<file path="config.mk">
export PLATFORM = sky130hd
export DESIGN_NAME = uift_core
export DESIGN_NICKNAME = d
export VERILOG_FILES = /design/src/rtl/uift_core.v
export VERILOG_INCLUDE_DIRS = /design/src /design/src/rtl
export SDC_FILE = /design/constraint.sdc
export NUM_CORES = 1
export LEC_CHECK = 0
export BUFFER_PORTS_ARGS = -buffer_cell sky130_fd_sc_hd__buf_2
export CAP_MARGIN = 15
export CORE_MARGIN = 2
export CORE_UTILIZATION = 55
export DETAILED_ROUTE_END_ITERATION = 16
export PLACE_DENSITY = 0.73
export SYNTH_ARGS = -nofsm -noshare
export SYNTH_HDL_FRONTEND = slang
export SYNTH_SLANG_ARGS = --single-unit
</file>
<file path="constraint.sdc">
create_clock -name aclk -period 2.6 [get_ports aclk]
set_input_delay 0.52 -clock aclk [delete_from_list [all_inputs] [get_ports aclk]]
set_output_delay 0.52 -clock aclk [all_outputs]
set_load 0.05 [all_outputs]
</file>
<file path="src/rtl/uift_regs.vh">
// register offsets, fields and reset values for the usb irq/frame/index/test slice
`ifndef UIFT_REGS_VH
`define UIFT_REGS_VH
`define UIFT_IDX_IRQ_EN      4'hb
`define UIFT_IDX_FRAME       4'hc
`define UIFT_IDX_EP_SEL      4'he
`define UIFT_IDX_TEST        4'hf
`define UIFT_IDX_STATUS      4'h0
`define UIFT_IDX_CTRL        4'h1
`define UIFT_IDX_EP_BUF      4'h2
`define UIFT_IRQ_EN_RST      8'h06
`define UIFT_IRQ_EN_MASK     8'h2f
`define UIFT_FRAME_MASK      16'h07ff
`define UIFT_EP_SEL_MASK     8'h0f
`define UIFT_TEST_RST        8'h00
`define UIFT_TEST_MASK       8'ha0
`define UIFT_BIT_DISCONNECT_EVENT      5
`define UIFT_BIT_SOF         3
`define UIFT_BIT_RESET       2
`define UIFT_BIT_RESUME      1
`define UIFT_BIT_SUSPEND     0
`define UIFT_BIT_FORCE_HOST  7
`define UIFT_BIT_FORCE_FS    5
`define UIFT_RESP_OKAY       2'b00
`define UIFT_RESP_SLVERR     2'b10
`endif

</file>
<file path="src/rtl/uift_core.v">
// usb interrupt enable, frame number, endpoint index and test-mode register slice
// Function
// - enable bit 5 gates disconnect status onto the interrupt request
// - enable bit 3 gates start-of-frame status; resets to 0
// - enable bit 2 gates bus-reset status; resets to 1
// - enable bit 1 gates resume status; resets to 1
// - enable bit 0 gates suspend status; resets to 0
// - enable register 8 bits, reset 0x06, bits 7:6 and 4 read zero
// - frame register read-only, last frame in 10:0, upper bits zero
// - 4-bit endpoint index selects endpoint for indexed registers, resets 0
// - transmit and receive buffer size registers apply to indexed endpoint
// - test-mode register selects usb test modes, resets to 0x00
// - force host set before a bus_active_a rise enters host mode, ignoring data lines
// - forced host mode holds until bus_active_a clears, despite disconnect
// - force host still set re-enters host mode on next bus_active_a
// - forced host reports connection through device present flag
// - forced host takes speed from force full speed bit
// - force full speed selects full speed on usb reset, else speed follows attached_full_speed
`default_nettype none
`include "uift_regs.vh"
module uift_core #(
  parameter NUM_EP = 4
) (
  // clock and reset
  input  wire        aclk,
  input  wire        aresetn,
  // axi4-lite write address
  input  wire [7:0]  s_axi_awaddr,
  input  wire        s_axi_awvalid,
  output reg         s_axi_awready,
  // axi4-lite write data
  input  wire [31:0] s_axi_wdata,
  input  wire [3:0]  s_axi_wstrb,
  input  wire        s_axi_wvalid,
  output reg         s_axi_wready,
  // axi4-lite write response
  output reg  [1:0]  s_axi_bresp,
  output reg         s_axi_bvalid,
  input  wire        s_axi_bready,
  // axi4-lite read address
  input  wire [7:0]  s_axi_araddr,
  input  wire        s_axi_arvalid,
  output reg         s_axi_arready,
  // axi4-lite read data
  output reg  [31:0] s_axi_rdata,
  output reg  [1:0]  s_axi_rresp,
  output reg         s_axi_rvalid,
  input  wire        s_axi_rready,
  // usb core events, one-cycle pulses
  input  wire        ev_disconnect,
  input  wire        ev_sof,
  input  wire        ev_bus_reset,
  input  wire        ev_resume,
  input  wire        ev_suspend,
  // usb core link state
  input  wire [10:0] frame_in,
  input  wire        frame_valid,
  input  wire        bus_active_a,
  input  wire        plus_data_line,
  input  wire        minus_data_line,
  input  wire        link_connected,
  input  wire        attached_full_speed,
  // outputs to usb core
  output reg  [3:0]  endpoint_selector,
  output reg  [7:0]  test_mode_out,
  output reg         host_mode,
  output reg         device_present_flag,
  output reg         full_speed,
  output reg         irq
);

  reg  [7:0]  irq_en_ff;
  reg  [10:0] frame_ff;
  reg  [3:0]  ep_sel_ff;
  reg  [7:0]  test_ff;
  reg  [7:0]  status_ff;
  reg         forced_ff;
  reg         sess_q_ff;
  reg         fs_ff;
  reg  [15:0] tx_size_ff [0:NUM_EP-1];
  reg  [15:0] rx_size_ff [0:NUM_EP-1];
  reg  [7:0]  aw_ff;
  reg         aw_has_ff;
  reg  [31:0] w_ff;
  reg  [3:0]  ws_ff;
  reg         w_has_ff;
  wire [7:0]  nxt_status;
  reg  [31:0] nxt_rdata;
  reg  [1:0]  nxt_rresp;
  reg         rd_clr;
  reg         w_ok;
  reg  [31:0] ep_rd_word;
  integer     k;
  wire [7:0]  ev_vec;
  wire        do_wr;
  wire        do_rd;
  wire [3:0]  widx;
  wire [3:0]  ridx;
  wire        ep_ok;
  wire [7:0]  gated;
  wire [31:0] ep_word [0:NUM_EP-1];

  // event bits sit at their enable positions; 7:6 and 4 have no event
  assign ev_vec[7] = 1'b0;
  assign ev_vec[6] = 1'b0;
  assign ev_vec[5] = ev_disconnect;
  assign ev_vec[4] = 1'b0;
  assign ev_vec[3] = ev_sof;
  assign ev_vec[2] = ev_bus_reset;
  assign ev_vec[1] = ev_resume;
  assign ev_vec[0] = ev_suspend;
  assign do_wr  = aw_has_ff && w_has_ff && !s_axi_bvalid;
  assign do_rd  = s_axi_arvalid && s_axi_arready;
  assign widx   = aw_ff[5:2];
  assign ridx   = s_axi_araddr[5:2];
  assign ep_ok  = ep_sel_ff < NUM_EP;

  // write decode; unmapped or high offsets get slverr; unmapped are dropped, high offsets still write the register at bits 5:2
  always @* begin
    w_ok = 1'b0;
    if (aw_ff[7:6] != 2'b00) begin
      w_ok = 1'b0;
    end else if (widx == `UIFT_IDX_IRQ_EN) begin
      w_ok = 1'b1;
    end else if (widx == `UIFT_IDX_FRAME) begin
      w_ok = 1'b1;
    end else if (widx == `UIFT_IDX_EP_SEL) begin
      w_ok = 1'b1;
    end else if (widx == `UIFT_IDX_TEST) begin
      w_ok = 1'b1;
    end else if (widx == `UIFT_IDX_STATUS) begin
      w_ok = 1'b1;
    end else if (widx == `UIFT_IDX_CTRL) begin
      w_ok = 1'b1;
    end else if (widx == `UIFT_IDX_EP_BUF) begin
      w_ok = 1'b1;
    end
  end

  // write address channel; ready pulses so each beat is seen once
  always @(posedge aclk) begin
    if (!aresetn) begin
      aw_ff         <= 8'h00;
      aw_has_ff     <= 1'b0;
      s_axi_awready <= 1'b0;
    end else begin
      s_axi_awready <= !aw_has_ff && !s_axi_awready && !s_axi_bvalid;
      if (s_axi_awvalid && s_axi_awready) begin
        aw_ff     <= s_axi_awaddr;
        aw_has_ff <= 1'b1;
      end else if (do_wr) begin
        aw_has_ff <= 1'b0;
      end
    end
  end

  // write data channel, taken independently of the address
  always @(posedge aclk) begin
    if (!aresetn) begin
      w_ff         <= 32'h00000000;
      ws_ff        <= 4'h0;
      w_has_ff     <= 1'b0;
      s_axi_wready <= 1'b0;
    end else begin
      s_axi_wready <= !w_has_ff && !s_axi_wready && !s_axi_bvalid;
      if (s_axi_wvalid && s_axi_wready) begin
        w_ff     <= s_axi_wdata;
        ws_ff    <= s_axi_wstrb;
        w_has_ff <= 1'b1;
      end else if (do_wr) begin
        w_has_ff <= 1'b0;
      end
    end
  end

  // write response follows once both halves are held
  always @(posedge aclk) begin
    if (!aresetn) begin
      s_axi_bvalid <= 1'b0;
      s_axi_bresp  <= `UIFT_RESP_OKAY;
    end else if (do_wr) begin
      s_axi_bvalid <= 1'b1;
      s_axi_bresp  <= w_ok ? `UIFT_RESP_OKAY : `UIFT_RESP_SLVERR;
    end else if (s_axi_bvalid && s_axi_bready) begin
      s_axi_bvalid <= 1'b0;
    end
  end

  // register writes
  always @(posedge aclk) begin
    if (!aresetn) begin
      irq_en_ff <= `UIFT_IRQ_EN_RST;
      ep_sel_ff <= 4'h0;
      test_ff   <= `UIFT_TEST_RST;
    end else if (do_wr && ws_ff[0]) begin
      if (widx == `UIFT_IDX_IRQ_EN) begin
        irq_en_ff <= w_ff[7:0] & `UIFT_IRQ_EN_MASK;
      end else if (widx == `UIFT_IDX_EP_SEL) begin
        ep_sel_ff <= w_ff[3:0];
      end else if (widx == `UIFT_IDX_TEST) begin
        test_ff <= w_ff[7:0] & `UIFT_TEST_MASK;
      end
    end
  end

  // per-endpoint buffer setup words
  genvar g;
  generate
    for (g = 0; g < NUM_EP; g = g + 1) begin : g_ep
      assign ep_word[g] = {rx_size_ff[g], tx_size_ff[g]};
      always @(posedge aclk) begin
        if (!aresetn) begin
          tx_size_ff[g] <= 16'h0000;
          rx_size_ff[g] <= 16'h0000;
        end else if (do_wr && widx == `UIFT_IDX_EP_BUF && ep_sel_ff == g) begin
          if (ws_ff[0]) tx_size_ff[g][7:0]  <= w_ff[7:0];
          if (ws_ff[1]) tx_size_ff[g][15:8] <= w_ff[15:8];
          if (ws_ff[2]) rx_size_ff[g][7:0]  <= w_ff[23:16];
          if (ws_ff[3]) rx_size_ff[g][15:8] <= w_ff[31:24];
        end
      end
    end
  endgenerate

  // pick the indexed endpoint's word; out-of-range index reads zero
  always @* begin
    ep_rd_word = 32'h00000000;
    for (k = 0; k < NUM_EP; k = k + 1) begin
      if (ep_sel_ff == k) begin
        ep_rd_word = ep_word[k];
      end
    end
  end

  // read mux; status read clears sticky bits
  always @* begin
    nxt_rdata = 32'h00000000;
    nxt_rresp = `UIFT_RESP_OKAY;
    rd_clr    = 1'b0;
    if (s_axi_araddr[7:6] != 2'b00) begin
      nxt_rresp = `UIFT_RESP_SLVERR;
    end else if (ridx == `UIFT_IDX_IRQ_EN) begin
      nxt_rdata = {24'h000000, irq_en_ff};
    end else if (ridx == `UIFT_IDX_FRAME) begin
      nxt_rdata = {21'h000000, frame_ff};
    end else if (ridx == `UIFT_IDX_EP_SEL) begin
      nxt_rdata = {28'h0000000, ep_sel_ff};
    end else if (ridx == `UIFT_IDX_TEST) begin
      nxt_rdata = {24'h000000, test_ff};
    end else if (ridx == `UIFT_IDX_STATUS) begin
      nxt_rdata = {24'h000000, status_ff};
      rd_clr    = 1'b1;
    end else if (ridx == `UIFT_IDX_CTRL) begin
      nxt_rdata = {28'h0000000, fs_ff, device_present_flag, forced_ff, host_mode};
    end else if (ridx == `UIFT_IDX_EP_BUF) begin
      if (ep_ok) begin
        nxt_rdata = ep_rd_word;
      end
    end else begin
      nxt_rresp = `UIFT_RESP_SLVERR;
    end
  end

  always @(posedge aclk) begin
    if (!aresetn) begin
      s_axi_arready <= 1'b0;
      s_axi_rvalid  <= 1'b0;
      s_axi_rdata   <= 32'h00000000;
      s_axi_rresp   <= `UIFT_RESP_OKAY;
    end else begin
      // pulse ready so one address is taken per read
      s_axi_arready <= !s_axi_arready && !s_axi_rvalid;
      if (do_rd) begin
        s_axi_rvalid <= 1'b1;
        s_axi_rdata  <= nxt_rdata;
        s_axi_rresp  <= nxt_rresp;
      end else if (s_axi_rvalid && s_axi_rready) begin
        s_axi_rvalid <= 1'b0;
      end
    end
  end

  // sticky status per bit; a new event wins over the read clear
  genvar b;
  generate
    for (b = 0; b < 8; b = b + 1) begin : g_ev
      assign nxt_status[b] = ev_vec[b] | (status_ff[b] & !(do_rd && rd_clr));
      // each status bit gated by its enable
      assign gated[b]      = status_ff[b] & irq_en_ff[b];
    end
  endgenerate

  always @(posedge aclk) begin
    if (!aresetn) begin
      status_ff <= 8'h00;
      frame_ff  <= 11'h000;
      irq       <= 1'b0;
    end else begin
      status_ff <= nxt_status;
      if (frame_valid) frame_ff <= frame_in;
      irq <= |gated;
    end
  end

  // register copies of index and test bits toward the usb core
  always @(posedge aclk) begin
    if (!aresetn) begin
      endpoint_selector <= 4'h0;
      test_mode_out     <= 8'h00;
    end else begin
      endpoint_selector <= ep_sel_ff;
      test_mode_out     <= test_ff;
    end
  end

  // forced state; entered only on a bus_active_a rise so a late force bit cannot grab a live bus_active_a
  always @(posedge aclk) begin
    if (!aresetn) begin
      forced_ff <= 1'b0;
      sess_q_ff <= 1'b0;
      fs_ff     <= 1'b0;
    end else begin
      sess_q_ff <= bus_active_a;
      if (bus_active_a && !sess_q_ff && test_ff[`UIFT_BIT_FORCE_HOST]) begin
        forced_ff <= 1'b1;
      end else if (!bus_active_a) begin
        forced_ff <= 1'b0;
      end
      if (ev_bus_reset) fs_ff <= test_ff[`UIFT_BIT_FORCE_FS];
    end
  end

  // role outputs; data lines deliberately not consulted while forced
  always @(posedge aclk) begin
    if (!aresetn) begin
      host_mode           <= 1'b0;
      device_present_flag <= 1'b0;
      full_speed          <= 1'b0;
    end else begin
      if (forced_ff) begin
        host_mode           <= 1'b1;
        device_present_flag <= link_connected;
      end else begin
        // normal role detection lives in the core; here only pass-through
        host_mode           <= 1'b0;
        device_present_flag <= link_connected && (plus_data_line || minus_data_line);
      end
      full_speed <= forced_ff ? test_ff[`UIFT_BIT_FORCE_FS] : (attached_full_speed | fs_ff);
    end
  end

endmodule
`default_nettype wire

</file>
After elaboration in Yosys (flattened, before gate mapping)
Memory sizes are Yosys's and may differ from the RTL's.
Index checks and enable logic that the tools add are counted.
- output and inout port bits: 57
- logic and storage cells: 245
- input bits: 81
- memories kept: 2
- bits in writable memories: 128
- register bits after elaboration: 130
- eq/ne operators: 16
- mux-type cells: 117
- reductions and logical operators: 45
- magnitude comparators: 1
- bitwise operators: 37
- memories (memory ; depth ; bits a word ; rd ports ; clocked after memory_dff ; wr ports ; RTL line ; source):
    rx_size_ff ; 4 ; 16 ; 4 ; 0 ; 4 ; uift_core.v:81 ; reg [15:0] rx_size_ff [0:NUM_EP-1];
    tx_size_ff ; 4 ; 16 ; 4 ; 0 ; 4 ; uift_core.v:80 ; reg [15:0] tx_size_ff [0:NUM_EP-1];
- operator list (kind ; count):
    2-to-1 mux 32 bit ; 13
    2-to-1 mux 8 bit ; 16
    2-to-1 mux 1 bit ; 79
    == test 4 bit, second input constant ; 8
    logical AND 1 bit ; 22
    bitwise OR 1 bit ; 22
    2-to-1 mux 2 bit ; 9
    == test 4 x 2 -> 1 bit, second input constant ; 4
    bitwise AND 1 bit ; 13
    == test 4 x 1 -> 1 bit, second input constant ; 3
    logical NOT 4 bit ; 3
    nonzero test 2 bit ; 6
    logical NOT 1 bit ; 9
    OR reduction 5 bit ; 1
    < comparator 4 x 3 -> 1 bit, second input constant ; 1
    AND reduction 4 bit ; 1
    AND reduction 3 bit ; 1
    inequality test 2 x 1 -> 1 bit, second input constant ; 1
    NOT 1 bit ; 2
    AND reduction 2 bit ; 1
    logical OR 1 bit ; 1

Longest topological paths before layout
Gate-level depths: netlist of run 1.
- word-level depth: 14
- depth in mapped cells: 7
- gate-level depth less buffers: 4

Worst setup path after synthesis of run 1
No wires, ideal clock.
- path type: flip-flop to flip-flop
- from: register ep_sel_ff[1]
- to: memory rx_size_ff[2][0] (enable)
- required time: 2.271 ns
- stages on the path, launching flop included: 7
- path slack: 0.574 ns
- path buffers: 2
- data arrival time: 1.697 ns
- path through: dfxtp_1 -> buf_2 -> or3b_1 -> buf_2 -> nor4_1 -> nand2_1 -> nand2_1
- RTL lines (what ; RTL line ; source):
    start: declaration ; uift_core.v:74 ; reg [3:0] ep_sel_ff;
    start signal: assignment ; uift_core.v:199 ; ep_sel_ff <= w_ff[3:0];
    end: declaration ; uift_core.v:81 ;

==> impl_results.md, run 1 <==
* Crit Path Max Fanout at 8
* Syn_area_per_cell at 11.5 um2
* Initial Util at 56.3%
* Largest net degree at the start of global routing at 60
* Row count at 50
* Least-Margin Pin Slew at 0.845 ns
* Highest routed metal layer: met5
* HPWL Detailed at 15.6 mm
* Routed WL at 24.0 mm
* Vias after detailed routing at 7385
* Max cap viols at 0
* Post-synth EDFFs at 128
* Outcome: finished, final reports clean
* Top-count cell post-synth: and2_1
* Yosys warns at 0
* Post-synth top area share at 36.2%
* Die ar. at 0.0204 mm2
* Post-synthesis cell count at 924
* Skew final at 0.00712 ns
* Layout cell share with drive strength beyond 1 at 21.8%
* CTS clk-pin slew, worst paths at 0.06 ns
* Vias in the first global route at 7006
* Post-route ant nets at 0
* CTS H-Tree Depth at 1
* Kind of critical path: flip-flop to flip-flop
* Cell Area, Synth at 0.0106 mm2
* RSZ-0062 raised after global routing: no
* Clk sinks at 254
* Max stage delay on crit path at 0.60 ns
* CTS tree: yes
* IO buf count at 125
* Startpoint types: flip-flop
* Cts repair resizes at 1
* WL met1 at 10.8 mm
* CP max stage cell: or4b_4
* Crit path DAT at 2.48 ns
* Post-route setup TNS at 0 ns
* Min cycle time layout at 2.30 ns
* Die X at 143 um
* First-pass GRT wire length at 37.6 mm
* Final Cycle Share at 88.4%
* Crit-path most repeated cell: nand2_1
* Synth async-reset ratio at 0%
* Final nets at 1126
* Class of the worst hold path: input port to flip-flop
* Cells after DPL at 1277
* DRT iter0 DRCs at 669
* Crit-path cells: or4b_4, nor4_2, nand2_1, nand2_1
* Drt wl/cell at 18.1 um
* Area growth syn-to-layout at 16.5%
* Crit path required time at 2.78 ns
* Die height at 143 um
* Fmax at 0.435 GHz
* Vias per std cell at 5.57
* Endpoint class of the critical path: flip-flop
* Max Slew Vio Count at 0
* Finished Layout Cells at 1326
* Power per cell area at 694 mW/mm2
* Num CTS Buffers at 26
* Synth area leaders: edfxtp_1 (36%), dfxtp_1 (24%), and2_1 (8.1%), nand2_1 (4.3%), mux4_2 (3.2%)
* Slew headroom at 43.7%
* Initial antenna violation count at 2
* Final setup vio count at 0
* Residual DRC at 0
* Most frequent cells after synthesis: and2_1 (137), edfxtp_1 (128), dfxtp_1 (126), nand2_1 (122), a21oi_1 (59)
* Worst-skew pair later-pin latency at 0.52 ns
* Number of synthesized register bits at 254
* I/O pin total at 138
* Drt first pass iters at 5
* Post-CTS repair timing setup buffer count at 0
* Leak pwr at 4.87 nW
* Routability congestion estimate at 0.855
* Core area at 0.0188 mm2
* Global route overflow at 0
* Clock Tree Buf Depth at 3
* Area leader, netlist: edfxtp_1
* Post-synthesis cell type count at 58
* Post-synthesis sequential area ratio at 60.0%
* Gr usage total at 23.6%
* Hold buffers post-CTS at 0
* Peak supply drop at 0.000558 V
* Primary FF master, synth: edfxtp_1
* Root buffer cell: clkbuf_16
* Final hold viol count at 0
* Metal3 WL at 1.60 mm
* Met2 WL post-DR at 11.1 mm
==> layout by cell type (no fill, tap or decap), types with 4 or more instances in the layout <==
| cell type | instances |
|---|---|
| a211oi_1 | 8 |
| a21oi_1 | 58 |
| a22o_1 | 27 |
| a22oi_1 | 7 |
| a2bb2oi_1 | 6 |
| and2_1 | 137 |
| and3_1 | 23 |
| buf_2 | 125 |
| buf_4 | 23 |
| clkbuf_1 | 6 |
| clkbuf_16 | 27 |
| clkbuf_8 | 4 |
| clkinv_2 | 5 |
| conb_1 | 8 |
| dfxtp_1 | 124 |
| edfxtp_1 | 128 |
| inv_1 | 8 |
| mux2_2 | 19 |
| mux2i_1 | 30 |
| mux4_2 | 15 |
| nand2_1 | 122 |
| nand2b_1 | 8 |
| nand3_1 | 16 |
| nor2_1 | 35 |
| nor2b_1 | 4 |
| nor3_1 | 6 |
| o211ai_1 | 5 |
| o21ai_0 | 13 |
| o221ai_1 | 7 |
| o22ai_1 | 12 |
==> per-layer routing <==
metal  global-route usage (%)  vias up
li1                         -     3546
met1                     33.7     3545
met2                     38.4      256
met3                     3.76       36
met4                     5.47        2
met5                        0        -
==> kinds of logic after synthesis <==
kind of cell	Yosys count	share of synthesized area (%)
buf+inv	71	2.88
flops	254	60.0
compound gates	157	9.98
xor+xnor	2	0.165
simple gates	375	18.9
other cells	1	0.0354
mux	64	8.04
==> final timing paths <==
| path | start | slack, ns | end | cells after the start |
|---|---|---|---|---|
| worst max-delay path | aw_ff[2] | 0.30 | tx_size_ff[2][12] | 4 |
| worst min-delay path | ev_disconnect | 0.21 | status_ff[5] | 3 |
| worst max register to register | aw_ff[2] | 0.30 | tx_size_ff[2][12] | 4 |
| worst min register to register | aw_has_ff | 0.45 | s_axi_awready | 1 |
==> worst max-delay path: cells and delay by family (launching register included) <==
| kind | cells | cell delay [ns] |
|---|---|---|
| DFF | 1 | 0.37 |
| and+or+nand+nor | 4 | 1.59 |
==> where the power goes <==
part | internal [W] | switching, W | leakage [nW] | total [W]
Sequential | 0.00432 | 0.0000825 | 2.35 | 0.00441
Combinational | 0.000154 | 0.000306 | 2.10 | 0.000460
Clock | 0.00221 | 0.00150 | 0.421 | 0.00370
==> flip-flops by register name (all words and copies together), names as in the netlist, 2 cells and up <==
register	cells
test_ff	2
ep_sel_ff	4
status_ff	8
aw_ff	6
test_mode_out	2
irq_en_ff	5
ws_ff	4
rx_size_ff	64
w_ff	32
s_axi_rdata	32
tx_size_ff	64
frame_ff	11
endpoint_selector	4
==> cell type report <==
| class | instances | area [um2] |
|---|---|---|
| Multi-Input combinational cell | 606 | 3970 |
| Inverter | 9 | 33.8 |
| Clock buffer | 37 | 753 |
| Clock inverter | 11 | 104 |
| Timing Repair Buffer | 148 | 798 |
| Sequential cell | 254 | 6370 |
| Antenna cell | 1 | 2.50 |
| Tap cell | 260 | 325 |
| Fill cell | 1494 | 6480 |
==> per-stage QoR <==
step                setup WS [ns]  hold slack (ns)  utilization (%)  instance area, um2  power (W)
floorplan                   0.574            0.416                -               10600    0.00477
global placement           0.0503            0.431             61.0               11500    0.00494
detailed placement        0.00854            0.444             61.0               11500    0.00495
CTS                         0.280            0.198             65.6               12400    0.00861
global route                0.139            0.215             65.6               12400    0.00883
finish                      0.301            0.206             65.6               12400    0.00857
Power figures use the tool's default switching activity.
==> inputs of run 2 (changes only) <==
REMOVE_ABC_BUFFERS = 1   (was default)
==> impl_results.md, run 2 (synthesis gave the netlist of run 1 again) <==
* Endpoint class of the critical path: flip-flop
* Least-Margin Pin Slew at 0.658 ns
* Largest net degree at the start of global routing at 82
* Crit Path Max Fanout at 8
* Leak pwr at 4.89 nW
* RSZ-0062 raised after global routing: no
* Worst-skew pair later-pin latency at 0.52 ns
* Peak supply drop at 0.000512 V
* Hold buffers post-CTS at 0
* DRT iter0 DRCs at 567
* Crit path DAT at 2.48 ns
* Vias per std cell at 5.53
* Routability congestion estimate at 0.805
* Post-route cell area at 0.0124 mm2
* First-pass GRT wire length at 37.4 mm
* Final hold viol count at 0
* Gr usage total at 23.9%
* Startpoint types: flip-flop
* Area growth syn-to-layout at 16.9%
* Row count at 50
* Drt wl/cell at 18.3 um
* CTS H-Tree Depth at 1
* Num CTS Buffers at 26
* Initial Util at 56.3%
* Final Cycle Share at 88.5%
* Vias in the first global route at 6890
* HPWL Detailed at 15.7 mm
* Class of the worst hold path: input port to flip-flop
* Outcome: finished, final reports clean
* Global route overflow at 0
* Min cycle time layout at 2.30 ns
* Clk sinks at 254
* Routed WL at 24.2 mm
* IO buf count at 125
* Root buffer cell: clkbuf_16
* Post-route setup TNS at 0 ns
* Finished Layout Cells at 1326
* CTS clk-pin slew, worst paths at 0.06 ns
* Fmax at 0.435 GHz
* Most common cell after layout, fill and taps aside: and2_1
* Post-route ant nets at 0
* Cts repair resizes at 0
* Largest registers: rx_size_ff: 64 flops, tx_size_ff: 64 flops
* Max cap viols at 0
* Residual DRC at 0
* Initial antenna violation count at 0
* Drt first pass iters at 5
* Skew final at 0.00775 ns
* I/O pin total at 138
* Die height at 143 um
* CTS tree: yes
* Die X at 143 um
* DP Area at 0.0115 mm2
* Vias after detailed routing at 7335
* Core area at 0.0188 mm2
* Max Slew Vio Count at 0
* Post-CTS repair timing setup buffer count at 0
* Most frequent cells in the layout: and2_1 (137), edfxtp_1 (128), buf_2 (125), dfxtp_1 (124), nand2_1 (122)
* Layout cell share with drive strength beyond 1 at 22.0%
* Clock Tree Buf Depth at 3
* Final nets at 1128
* Crit path required time at 2.78 ns
* Slew headroom at 56.1%
* Final setup vio count at 0
* Die ar. at 0.0204 mm2
* Power per cell area at 694 mW/mm2
* Antenna diodes at 0
* Fillers at 1440
* Cells after DPL at 1279
* WHS at 0.213 ns
* Kind of critical path: flip-flop to flip-flop
-- run 2: path summary, 6_finish.rpt --
check / slack, ns / end / startpoint / cells after the start
min: 0.21 / status_ff[0] / ev_suspend / 3
max reg2reg: 0.30 / rx_size_ff[2][13] / aw_ff[2] / 5
min reg2reg: 0.44 / s_axi_awready / aw_has_ff / 1
max: 0.30 / rx_size_ff[2][13] / aw_ff[2] / 5
-- run 2: metal layers --
metal | GRT usage (%) | part of all wire [%]
met5 | 0 | 0
met1 | 32.6 | 44
met3 | 3.45 | 5.2
met2 | 40.4 | 49
met4 | 6.46 | 2.2
-- run 2: stage by stage --
step / util [%] / setup WS (ns) / power [W]
2_1_floorplan: - / -0.412 / 0.00474
3_3_place_gp: 61.2 / 0.368 / 0.00494
3_5_place_dp: 61.2 / 0.295 / 0.00495
4_1_cts: 65.8 / 0.277 / 0.00865
5_1_grt: 65.8 / 0.176 / 0.00886
6_report: 65.8 / 0.299 / 0.00860
-- run 2: where the power goes --
group | switching (W) | internal, W | total (W)
logic | 0.000309 | 0.000154 | 0.000463
clock network | 0.00150 | 0.00223 | 0.00373
registers | 0.0000816 | 0.00432 | 0.00441
-- run 2: area by class of cell --
class	count	area, um2	area share (%)
inverter	9	33.8	0.273
clock buffer	34	712	5.74
timing repair buffer	150	838	6.76
tap	260	325	2.62
multi-input combinational	606	3970	32.0
clock inverter	13	150	1.21
sequential	254	6370	51.4
-- run 2: worst max-delay path, cell delays in order (launching register included) --
cell     delay (ns)
dfxtp_1        0.37
or4b_4         0.59
nor4_1         0.41
buf_4          0.20
nand2_1        0.05
nand2_1        0.34
==> inputs of run 3 (changes only) <==
CORE_UTILIZATION = 45   (was 55)
PLACE_DENSITY = 0.62   (was 0.73)
==> impl_results.md, run 3 (synthesis gave the netlist of run 1 again) <==
* Kind of critical path: flip-flop to flip-flop
* I/O pin total at 138
* Clk sinks at 254
* Core area at 0.0233 mm2
* Most frequent cells in the layout: and2_1 (137), edfxtp_1 (128), buf_2 (125), dfxtp_1 (124), nand2_1 (122)
* Most common cell after layout, fill and taps aside: and2_1
* Worst-skew pair later-pin latency at 0.53 ns
* Crit path required time at 2.77 ns
* Hold depth at 3
* RSZ-0062 raised after global routing: no
* Post-route ant nets at 0
* CP max stage cell: or4b_4
* Endpoint class of the critical path: flip-flop
* Drt wl/cell at 18.2 um
* Clock Tree Buf Depth at 3
* Fillers at 2072
* Die ar. at 0.0248 mm2
* DP Area at 0.0116 mm2
* Final setup vio count at 0
* Slew headroom at 54.1%
* Num CTS Buffers at 28
* Global route overflow at 0
* Crit Path Max Fanout at 8
* Drt first pass iters at 5
* Area growth syn-to-layout at 18.0%
* Initial Util at 45.4%
* IO buf count at 125
* Hold buffers post-CTS at 0
* First-pass GRT wire length at 38.9 mm
* CTS clk-pin slew, worst paths at 0.05 ns
* Least-Margin Pin Slew at 0.688 ns
* Skew final at 0.00861 ns
* Post-route setup TNS at 0 ns
* Class of the worst hold path: input port to flip-flop
* Min cycle time layout at 2.27 ns
* Max stage delay on crit path at 0.59 ns
* Largest registers: rx_size_ff: 64 flops, tx_size_ff: 64 flops
* Row count at 56
* Crit-path cells: or4b_4, nor4_1, buf_4, nand2_1, nand2_1
* Routed WL at 25.4 mm
* Layout cell share with drive strength beyond 1 at 22.0%
* Peak supply drop at 0.000490 V
* Final nets at 1133
* Gr usage total at 20.4%
* Largest net degree at the start of global routing at 60
* Cts repair resizes at 0
* Leak pwr at 4.91 nW
* Residual DRC at 0
* Tot Pwr at 0.00863 W
* Vias in the first global route at 6909
* Max cap viols at 0
* DRT iter0 DRCs at 474
* Initial antenna violation count at 1
* Die X at 158 um
* Die height at 158 um
* Fmax at 0.440 GHz
* Crit path DAT at 2.45 ns
* Outcome: finished, final reports clean
* CTS tree: yes
* Power per cell area at 690 mW/mm2
* Register area at 0.00637 mm2
* Post-route cell area at 0.0125 mm2
* Final Cycle Share at 87.5%
* Footprint of the multi-input gates at 0.00397 mm2
* Vias per std cell at 5.25
* Max Slew Vio Count at 0
* Root buffer cell: clkbuf_16
* Vias after detailed routing at 7320
* Final hold viol count at 0
* HPWL Detailed at 17.0 mm
* Startpoint types: flip-flop
* CTS H-Tree Depth at 1
* Routability congestion estimate at 0.813
* Crit-path most repeated cell: nand2_1
* Post-CTS repair timing setup buffer count at 0
* Worst r2r path cells at 5
-- run 3: final cells by class --
type / count / area share [%]
sequential: 254 / 50.9
multi-input combinational: 606 / 31.7
clock buffer: 41 / 6.40
timing repair buffer: 153 / 6.88
tap: 319 / 3.19
clock inverter: 11 / 0.630
antenna: 1 / 0.0200
inverter: 9 / 0.270
-- run 3: final timing paths --
check	endpoint	startpoint	slack, ns
worst min register to register	s_axi_awready	aw_has_ff	0.45
worst min-delay path	status_ff[5]	ev_disconnect	0.22
worst max-delay path	tx_size_ff[2][9]	aw_ff[2]	0.33
worst max register to register	tx_size_ff[2][9]	aw_ff[2]	0.33
-- run 3: report_power, final --
| group | internal [W] | switching, W |
|---|---|---|
| Combinational | 0.000155 | 0.000315 |
| Clock | 0.00222 | 0.00153 |
| Sequential | 0.00432 | 0.0000796 |
-- run 3: metal layers --
layer / track usage, % / vias up / part of all wire [%]
li1: - / 3568 / -
met1: 28.5 / 3547 / 45
met2: 34.0 / 175 / 48
met3: 2.67 / 30 / 4.5
met4: 4.98 / 0 / 1.6
met5: 0 / - / 0
-- run 3: through the flow --
step	util [%]	std cells	hold slack (ns)	worst slack, ns
after detailed placement	49.8	1341	0.433	0.330
final	53.6	1394	0.216	0.325
after floorplan	-	869	0.416	-0.412
after global placement	49.8	1341	0.430	0.344
after CTS	53.6	1393	0.205	0.298
after global routing	53.6	1393	0.221	0.166
-- run 3: critical path: cells and delay by family (launching register included) --
kind,cells,cell delay (ns)
buffers and inverters,1,0.19
flip-flops,1,0.36
AND/OR/NAND/NOR,4,1.37
